==> src/verilog/pse_regs_cfg.svh <==
// register offsets, field positions, codes and reset values of the mode/status bank
`ifndef PSE_REGS_CFG_SVH
`define PSE_REGS_CFG_SVH
`define NUM_CHAN 4
`define REG_DISC_BASE 8'h0c
`define REG_DISC_LAST 8'h0f
`define REG_POWER 8'h10
`define REG_STRAP 8'h11
`define REG_MODE 8'h12
`define REG_ASGN_BASE 8'h4c
`define REG_ASGN_LAST 8'h4f
`define MODE_RESET 8'h00
`define UNMAPPED_DATA 8'h00
`define ADDR_PREFIX 2'h1
`define ADDR_BCAST 7'h7f
`define CLASS_NONE 4'h0
`define CLASS_3 4'h3
`define CLASS_4 4'h4
`define CLASS_0 4'h6
`define CLASS_5_SS 4'h8
`define CLASS_8_SS 4'hb
`define CLASS_4P_LIM 4'hc
`define CLASS_5_DS 4'hd
`define STRAP_LSB 3
`define GROUP_BIT 2
`define PG_LSB 4
`define OFF_SETTLE_MS 5
`endif

==> src/verilog/pse_regs_pkg.sv <==
// types shared by the mode/status bank
package pse_regs_pkg;
  typedef enum logic [1:0] {
    MODE_OFF = 2'h0,
    MODE_MANUAL = 2'h1,
    MODE_SEMI = 2'h2,
    MODE_AUTO = 2'h3
  } mode_t;
  typedef enum logic [2:0] {
    ST_IDLE = 3'h0,
    ST_ADDR = 3'h1,
    ST_AACK = 3'h3,
    ST_WDATA = 3'h2,
    ST_WACK = 3'h6,
    ST_RDATA = 3'h7,
    ST_RACK = 3'h5
  } i2c_state_t;
  typedef struct packed {
    logic wr;
    logic rd;
    logic [7:0] addr;
    logic [7:0] wdata;
  } reg_req_t;
  typedef struct packed {
    logic valid;
    logic [3:0] rclass;
    logic [3:0] detect;
  } disc_in_t;
endpackage

==> src/verilog/pse_channel_mode_status_regs.sv <==
// mode and status register bank of a four-channel group, reached over i2c
`timescale 1ns/1ps
`default_nettype none
`include "pse_regs_cfg.svh"
module pse_channel_mode_status_regs import pse_regs_pkg::*; #(
  parameter int NCH = `NUM_CHAN
) (
  // clock and reset
  input wire logic clk,
  input wire logic rst_b,
  // i2c pins, open drain
  input wire logic scl_in,
  input wire logic sda_in,
  output logic sda_out,
  output logic sda_oe,
  // address straps
  input wire logic [3:0] address_strap_pins,
  input wire logic group_select_bit,
  input wire logic config_b,
  // from the power engine
  input wire logic [NCH-1:0] chan_on,
  input wire logic [NCH-1:0] drain_low,
  input wire disc_in_t [NCH-1:0] disc_in,
  input wire logic alloc_15w5,
  // to the channel engines
  output logic [2*NCH-1:0] channel_mode_field,
  output logic [NCH-1:0] power_allow,
  output logic [NCH-1:0] probe_allow,
  output logic [NCH-1:0] off_clear,
  output logic [NCH-1:0] supply_good_change_flag,
  output logic [NCH-1:0] channel_on_change_flag
);
  reg_req_t req;
  logic [7:0] rdata;
  logic [6:0] own_addr;
  logic [7:0] mode_q, mode_d;
  logic [3:0] strap_q, strap_d;
  logic group_q, group_d, caught_q, caught_d;
  logic [NCH-1:0] supply_good_flags, channel_on_flags, off_entry;
  logic [NCH-1:0] allow_d, probe_d;
  logic [7:0] disc_q [NCH];
  logic [7:0] asgn_q [NCH];

  // the pin is only ever pulled low
  assign sda_out = 1'b0;

  // device address from captured straps
  assign own_addr = {`ADDR_PREFIX, strap_q, group_q};

  i2c_reg_slave u_i2c (
    .clk(clk),
    .rst_b(rst_b),
    .scl_in(scl_in),
    .sda_in(sda_in),
    .sda_oe(sda_oe),
    .own_addr(own_addr),
    .req(req),
    .rdata(rdata)
  );

  // mode write and strap capture one cycle after reset release
  always_comb begin
    mode_d = mode_q;
    if (req.wr && req.addr == `REG_MODE) begin
      mode_d = req.wdata;
    end
    caught_d = 1'b1;
    strap_d = caught_q ? strap_q : address_strap_pins;
    group_d = caught_q ? group_q : (group_select_bit & ~config_b);
  end

  // mode and strap registers
  always_ff @(posedge clk) begin
    if (!rst_b) begin
      mode_q <= `MODE_RESET;
      strap_q <= 4'h0;
      group_q <= 1'b0;
      caught_q <= 1'b0;
    end else begin
      mode_q <= mode_d;
      strap_q <= strap_d;
      group_q <= group_d;
      caught_q <= caught_d;
    end
  end

  // per-channel flags and class records
  for (genvar i = 0; i < NCH; i++) begin : g_ch
    mode_t ch_mode;
    logic [7:0] disc_d, asgn_d;
    logic up4;
    assign ch_mode = mode_t'(mode_q[2*i +: 2]);

    chan_power_flags u_flags (
      .clk(clk),
      .rst_b(rst_b),
      .mode(ch_mode),
      .chan_on(chan_on[i]),
      .drain_low(drain_low[i]),
      .supply_good_q(supply_good_flags[i]),
      .chan_on_q(channel_on_flags[i]),
      .off_entry_q(off_entry[i]),
      .sg_change_q(supply_good_change_flag[i]),
      .on_change_q(channel_on_change_flag[i])
    );

    // class 4 and up covers single and dual signature codes
    assign up4 = (disc_q[i][7:4] == `CLASS_4) || (disc_q[i][7:4] == `CLASS_5_DS) ||
      (disc_q[i][7:4] >= `CLASS_5_SS && disc_q[i][7:4] <= `CLASS_8_SS);

    // requested and assigned class bookkeeping
    always_comb begin
      disc_d = disc_q[i];
      asgn_d = asgn_q[i];
      if (ch_mode == MODE_OFF || off_entry[i]) begin
        disc_d = 8'h00;
        asgn_d = 8'h00;
      end else if (chan_on[i] && !channel_on_flags[i]) begin
        if (alloc_15w5 && up4) begin
          disc_d[7:4] = `CLASS_4P_LIM;
        end
        if (ch_mode != MODE_MANUAL) begin
          asgn_d[3:0] = asgn_q[i][7:4]; // previous class
          if (disc_q[i][7:4] == `CLASS_0) begin
            asgn_d[7:4] = `CLASS_3;
          end else if (alloc_15w5 && up4) begin
            asgn_d[7:4] = `CLASS_4;
          end else begin
            asgn_d[7:4] = disc_q[i][7:4];
          end
        end
      end else if (disc_in[i].valid && !channel_on_flags[i]) begin
        disc_d = {disc_in[i].rclass, disc_in[i].detect};
      end
    end

    // class registers
    always_ff @(posedge clk) begin
      if (!rst_b) begin
        disc_q[i] <= 8'h00;
        asgn_q[i] <= 8'h00;
      end else begin
        disc_q[i] <= disc_d;
        asgn_q[i] <= asgn_d;
      end
    end

    // power and probing are withheld in off mode
    assign allow_d[i] = ch_mode != MODE_OFF;
    assign probe_d[i] = ch_mode != MODE_OFF;
  end

  // read data for the slave
  always_comb begin
    rdata = `UNMAPPED_DATA;
    if (req.addr >= `REG_DISC_BASE && req.addr <= `REG_DISC_LAST) begin
      rdata = disc_q[req.addr[1:0]];
    end else if (req.addr >= `REG_ASGN_BASE && req.addr <= `REG_ASGN_LAST) begin
      rdata = asgn_q[req.addr[1:0]];
    end else if (req.addr == `REG_POWER) begin
      rdata = {supply_good_flags, channel_on_flags};
    end else if (req.addr == `REG_STRAP) begin
      rdata = {1'b0, strap_q, group_q, 2'h0};
    end else if (req.addr == `REG_MODE) begin
      rdata = mode_q;
    end
  end

  // registered outputs to the channel engines
  always_ff @(posedge clk) begin
    if (!rst_b) begin
      channel_mode_field <= `MODE_RESET;
      power_allow <= '0;
      probe_allow <= '0;
      off_clear <= '0;
    end else begin
      channel_mode_field <= mode_q;
      power_allow <= allow_d;
      probe_allow <= probe_d;
      off_clear <= off_entry;
    end
  end
endmodule // pse_channel_mode_status_regs
`default_nettype wire

==> src/verilog/i2c_reg_slave.sv <==
// i2c slave: pointer byte then data bytes, auto-increment
`timescale 1ns/1ps
`default_nettype none
`include "pse_regs_cfg.svh"
module i2c_reg_slave import pse_regs_pkg::*; (
  // clock and reset
  input wire logic clk,
  input wire logic rst_b,
  // bus pins
  input wire logic scl_in,
  input wire logic sda_in,
  output logic sda_oe,
  // address to answer
  input wire logic [6:0] own_addr,
  // register side
  output reg_req_t req,
  input wire logic [7:0] rdata
);
  i2c_state_t st_q, st_d;
  logic scl_q, sda_q, scl_d, sda_d;
  logic [7:0] sh_q, sh_d, ptr_q, ptr_d;
  logic [3:0] cnt_q, cnt_d;
  logic rw_q, rw_d, first_q, first_d, oe_d;
  reg_req_t req_d;
  logic rise, fall, start, stop;

  // bus condition detection on sampled pins
  assign rise = scl_in & ~scl_q;
  assign fall = ~scl_in & scl_q;
  assign start = scl_in & scl_q & sda_q & ~sda_in;
  assign stop = scl_in & scl_q & ~sda_q & sda_in;

  // next state of the byte engine
  always_comb begin
    st_d = st_q;
    sh_d = sh_q;
    cnt_d = cnt_q;
    rw_d = rw_q;
    first_d = first_q;
    ptr_d = ptr_q;
    oe_d = sda_oe;
    scl_d = scl_in;
    sda_d = sda_in;
    req_d = '0;
    req_d.addr = ptr_q;
    if (start) begin
      st_d = ST_ADDR;
      cnt_d = 4'h0;
      oe_d = 1'b0;
    end else if (stop) begin
      st_d = ST_IDLE;
      oe_d = 1'b0;
    end else if (rise && (st_q == ST_ADDR || st_q == ST_WDATA)) begin
      sh_d = {sh_q[6:0], sda_in};
      cnt_d = cnt_q + 4'h1;
    end else if (rise && st_q == ST_RACK && sda_in) begin
      st_d = ST_IDLE; // master nack ends the read
    end else if (fall) begin
      unique case (st_q)
        ST_IDLE: st_d = ST_IDLE;
        ST_ADDR: begin
          if (cnt_q == 4'h8) begin
            if (sh_q[7:1] == own_addr || sh_q[7:1] == `ADDR_BCAST) begin
              st_d = ST_AACK;
              rw_d = sh_q[0];
              first_d = 1'b1;
              oe_d = 1'b1;
            end else begin
              st_d = ST_IDLE;
            end
          end
        end
        ST_AACK, ST_RACK: begin
          cnt_d = 4'h0;
          if (rw_q) begin
            st_d = ST_RDATA;
            sh_d = rdata;
            req_d.rd = 1'b1;
            ptr_d = ptr_q + 8'h01;
            oe_d = ~rdata[7];
          end else begin
            st_d = ST_WDATA;
            oe_d = 1'b0;
          end
        end
        ST_WDATA: begin
          if (cnt_q == 4'h8) begin
            st_d = ST_WACK;
            oe_d = 1'b1;
            first_d = 1'b0;
            if (first_q) begin
              ptr_d = sh_q;
            end else begin
              req_d.wr = 1'b1;
              req_d.wdata = sh_q;
              ptr_d = ptr_q + 8'h01;
            end
          end
        end
        ST_WACK: begin
          st_d = ST_WDATA;
          cnt_d = 4'h0;
          oe_d = 1'b0;
        end
        ST_RDATA: begin
          cnt_d = cnt_q + 4'h1;
          sh_d = {sh_q[6:0], 1'b0};
          if (cnt_q == 4'h7) begin
            st_d = ST_RACK;
            oe_d = 1'b0;
          end else begin
            oe_d = ~sh_q[6];
          end
        end
      endcase
    end
  end

  // registers of the byte engine
  always_ff @(posedge clk) begin
    if (!rst_b) begin
      st_q <= ST_IDLE;
      scl_q <= 1'b1;
      sda_q <= 1'b1;
      sh_q <= 8'h00;
      cnt_q <= 4'h0;
      rw_q <= 1'b0;
      first_q <= 1'b0;
      ptr_q <= 8'h00;
      sda_oe <= 1'b0;
      req <= '0;
    end else begin
      st_q <= st_d;
      scl_q <= scl_d;
      sda_q <= sda_d;
      sh_q <= sh_d;
      cnt_q <= cnt_d;
      rw_q <= rw_d;
      first_q <= first_d;
      ptr_q <= ptr_d;
      sda_oe <= oe_d;
      req <= req_d;
    end
  end
endmodule // i2c_reg_slave
`default_nettype wire

==> src/verilog/chan_power_flags.sv <==
// per-channel power status flags, off-entry detection and change pulses
`timescale 1ns/1ps
`default_nettype none
`include "pse_regs_cfg.svh"
module chan_power_flags import pse_regs_pkg::*; (
  // clock and reset
  input wire logic clk,
  input wire logic rst_b,
  // channel inputs
  input wire mode_t mode,
  input wire logic chan_on,
  input wire logic drain_low,
  // flags and pulses
  output logic supply_good_q,
  output logic chan_on_q,
  output logic off_entry_q,
  output logic sg_change_q,
  output logic on_change_q
);
  logic sg_d, on_d, off_d, sgc_d, onc_d;
  mode_t mode_q;

  // flag update and off-mode entry
  always_comb begin
    off_d = (mode == MODE_OFF) && (mode_q != MODE_OFF);
    on_d = chan_on && (mode != MODE_OFF);
    sg_d = on_d && (supply_good_q || drain_low);
    sgc_d = sg_d != supply_good_q;
    onc_d = on_d != chan_on_q;
  end

  // flag registers
  always_ff @(posedge clk) begin
    if (!rst_b) begin
      supply_good_q <= 1'b0;
      chan_on_q <= 1'b0;
      off_entry_q <= 1'b0;
      sg_change_q <= 1'b0;
      on_change_q <= 1'b0;
      mode_q <= MODE_OFF;
    end else begin
      supply_good_q <= sg_d;
      chan_on_q <= on_d;
      off_entry_q <= off_d;
      sg_change_q <= sgc_d;
      on_change_q <= onc_d;
      mode_q <= mode;
    end
  end
endmodule // chan_power_flags
`default_nettype wire

==> config.mk <==
export PLATFORM = sky130hd
export DESIGN_NAME = pse_channel_mode_status_regs
export DESIGN_NICKNAME = d
export VERILOG_FILES = /design/src/verilog/pse_regs_pkg.sv /design/src/verilog/pse_channel_mode_status_regs.sv /design/src/verilog/i2c_reg_slave.sv /design/src/verilog/chan_power_flags.sv
export VERILOG_INCLUDE_DIRS = /design/src /design/src/verilog
export SDC_FILE = /design/constraint.sdc
export NUM_CORES = 1
export LEC_CHECK = 0
export BUFFER_PORTS_ARGS = -buffer_cell sky130_fd_sc_hd__buf_2
export CAP_MARGIN = 20
export CELL_PAD_IN_SITES_DETAIL_PLACEMENT = 0
export CELL_PAD_IN_SITES_GLOBAL_PLACEMENT = 1
export CORE_UTILIZATION = 26
export CTS_BUF_LIST = sky130_fd_sc_hd__clkbuf_4 sky130_fd_sc_hd__clkbuf_8
export DETAILED_ROUTE_END_ITERATION = 10
export HOLD_SLACK_MARGIN = 0.02
export PLACE_DENSITY = 0.58
export SETUP_SLACK_MARGIN = 0.05
export SLEW_MARGIN = 20
export SYNTH_ARGS = -nofsm -noshare
export SYNTH_HDL_FRONTEND = slang
export SYNTH_SLANG_ARGS = --single-unit
==> constraint.sdc <==
create_clock -name clk -period 1.6 [get_ports clk]
set_input_delay 0.24 -clock clk [delete_from_list [all_inputs] [get_ports clk]]
set_output_delay 0.24 -clock clk [all_outputs]
set_load 0.005 [all_outputs]
==> impl_metrics.ini <==
[yosys]
yosys_warnings = 0
netlist_area_mm2 = 0.00718
ys_seq_area_share_pct = 44.3
postSynthAreaPerCell_um2 = 8.86
synth_nets = 868
synth_ff_type = dfxtp_1
synth-seq-cells = 159
synth-edff-count = 0
async_reset_ff_share_pct = 0
syn_inst = 810
yosys.cell_types.count = 65

[layout]
drive_above_1_share_pct = 38.3
final_cell_mix = dfxtp_1, nand2_1, buf_4, buf_2, a21oi_1
layout_commonest_cell = dfxtp_1
antenna_cells = 0
area_growth_pct = 43.8
final-seq-area_mm2 = 0.00322
multi_input_area_mm2 = 0.00431
nFillCells = 2785
fin_nets = 1086
utilization_pct = 38.2

[cts]
clk_latency_ns = 0.47
cts.sinks = 159
cts_buffer_depth = 2
clk_pin_slew_ns = 0.10
cts_tree = built
htree_levels = 4
cts_buffers = 17
cts_root_buf = clkbuf_8

[global_routing]
antenna_found_initial = 0
grt_max_degree = 26
overflow = 0
grt_first_pass_wirelength_um = 36600
grt_usage_pct = 16.8
grt_pass1_vias = 6468

[floorplan]
start_util_pct = 26.6
die-height_um = 168
row_count = 60
ios = 85
die_width_um = 168
coreArea_mm2 = 0.0270
dieArea_mm2 = 0.0283

[timing]
setup_viol = 22
period_share_pct = 111
fmax_ghz = 0.563
slew_violations = 0
timing.setup.tns_ns = -2.13
skew_ns = 0.0213
rsz0062_at_grt = true
worst_slack_ns = -0.178
hold_viol_final = 0
period_minus_slack_ns = 1.78

[power_and_ir_drop]
power_frac_comb_pct = 7.0
p_seq_share_pct = 53.7
power_frac_clock_pct = 39.3
p_leak_nw = 4.02
switching_power_w = 0.00201
vdd_drop_max_mv = 0.407
powerDensity_mw_per_mm2 = 718
p_sw_share_pct = 27.2
p_int_w = 0.00540

[drt]
drt-pass1-iter-count = 5
ant_nets = 0
vias_per_cell = 4.75
drt_iter0_drc = 412
wl_um = 23500
vias = 6563
drc = 0
wl_per_cell_um = 17.0

[placed_design]
gp_congestion = 0.806
post-dp-hpwl_um = 17000
port_buffers = 83

[critical_path]
required_ns = 1.95
start_kind = flip-flop
endpoint_kind = flip-flop
critPathKind = reg2reg
cp_max_fo = 4
arrival_ns = 2.12

[hold_path]
hp-class = in2reg

[outcome]
violations = negative setup slack
outcome = finished with violations

[run]
max_cap_viol_count = 0
-- per-stage QoR --
stage          area, um^2  power [W]  hold WS, ns  instances  worst slack [ns]
2_1_floorplan        7280    0.00425        0.268        810            -0.216
3_3_place_gp         8720    0.00448        0.441       1293            -0.152
3_5_place_dp         8720    0.00448        0.446       1293            -0.177
4_1_cts              9930    0.00745       0.0277       1376            -0.187
5_1_grt             10300    0.00771       0.0305       1382            -0.267
6_report            10300    0.00741       0.0478       1382            -0.178
-- final cells by class --
type | instances | share of cell area (%)
Clock inverter | 14 | 1.22
Tap cell | 341 | 4.13
Sequential cell | 159 | 31.2
Clock buffer | 18 | 2.40
Timing Repair Buffer | 251 | 18.9
Inverter | 13 | 0.473
Multi-Input combinational cell | 586 | 41.7
-- power groups by stage --
| stage | clock (W) | sequential [W] | combinational, W |
|---|---|---|---|
| 2_1_floorplan | 0 | 0.00407 | 0.000179 |
| 4_1_cts | 0.00299 | 0.00398 | 0.000478 |
| 6_report | 0.00291 | 0.00398 | 0.000516 |
| 3_5_place_dp | 0 | 0.00408 | 0.000398 |
| 5_1_grt | 0.00317 | 0.00398 | 0.000564 |
| 3_3_place_gp | 0 | 0.00408 | 0.000400 |
-- path summary, 6_finish.rpt --
path / start / to / slack, ns / cells after the start
worst max-delay path: u_i2c.req[14] / mode_q[4] / -0.18 / 6
worst min-delay path: address_strap_pins[1] / strap_q[1] / 0.05 / 3
worst max register to register: u_i2c.req[14] / mode_q[4] / -0.18 / 6
worst min register to register: asgn_q[2][0] / asgn_q[2][0] / 0.46 / 2
-- cells by family (layout without fill, tap and decap cells) --
family,Yosys count,count (layout),synth area share [%]
xor+xnor,15,15,1.83
other cells,1,1,0.0522
simple gates,325,326,22.6
compound gates,193,193,16.5
mux,46,46,9.36
flops,159,159,44.3
fa+ha+maj,5,5,0.802
buf+inv,66,296,4.58
-- sequential cells by signal, indices dropped and copies added, names as in the netlist, 2 cells and up --
register and flops:
u_i2c.st_q 3, g_ch.u_flags.supply_good_q 4, g_ch.u_flags.sg_change_q 4, g_ch.u_flags.mode_q 2, g_ch.u_flags.off_entry_q 4, channel_mode_field 6
g_ch.u_flags.on_change_q 4, mode_q 8, asgn_q 32, g_ch.u_flags.chan_on_q 4, disc_q 32, u_i2c.req 17
probe_allow 4, u_i2c.cnt_q 4, off_clear 4, u_i2c.sh_q 8, strap_q 4, u_i2c.ptr_q 8
-- critical path, stage by stage, from the launching register on --
cell	delay, ns
dfxtp_2	0.35
or4b_4	0.56
nor4_4	0.16
and3_4	0.23
buf_6	0.12
mux2i_1	0.18
nor2_1	0.06
-- layer usage --
metal	track usage, %	share of wire (%)	vias up
met1	25.0	52	3083
met2	25.1	43	152
met5	0	0	-
li1	-	-	3311
met4	3.95	0.94	0
met3	2.75	4.1	17
-- Yosys cell counts, types with 8 or more instances --
library cell / instances / area, um^2
o221a_2: 8 / 90.1
nor3b_1: 11 / 82.6
nand2_1: 120 / 450
mux2i_1: 21 / 210
nand2b_1: 15 / 93.8
buf_4: 15 / 113
dfxtp_1: 159 / 3180
mux2_2: 9 / 101
nand3_1: 32 / 160
inv_1: 12 / 45.0
xor2_1: 8 / 70.1
nor2_1: 59 / 221
o21ai_0: 50 / 250
clkbuf_1: 24 / 90.1
and2_1: 34 / 213
mux4_2: 16 / 360
a21oi_1: 75 / 375
buf_2: 8 / 40.0
-- repair_timing --
item,in CTS,in global routing
hold buffers,34,1
pin swaps,38,46
resized for setup,83,91
endpoints found under the setup margin,52,66
hold endpoints to repair,34,1
setup buffers,13,8
gates cloned,4,0
Note: power is estimated with default switching activity, not from simulation.
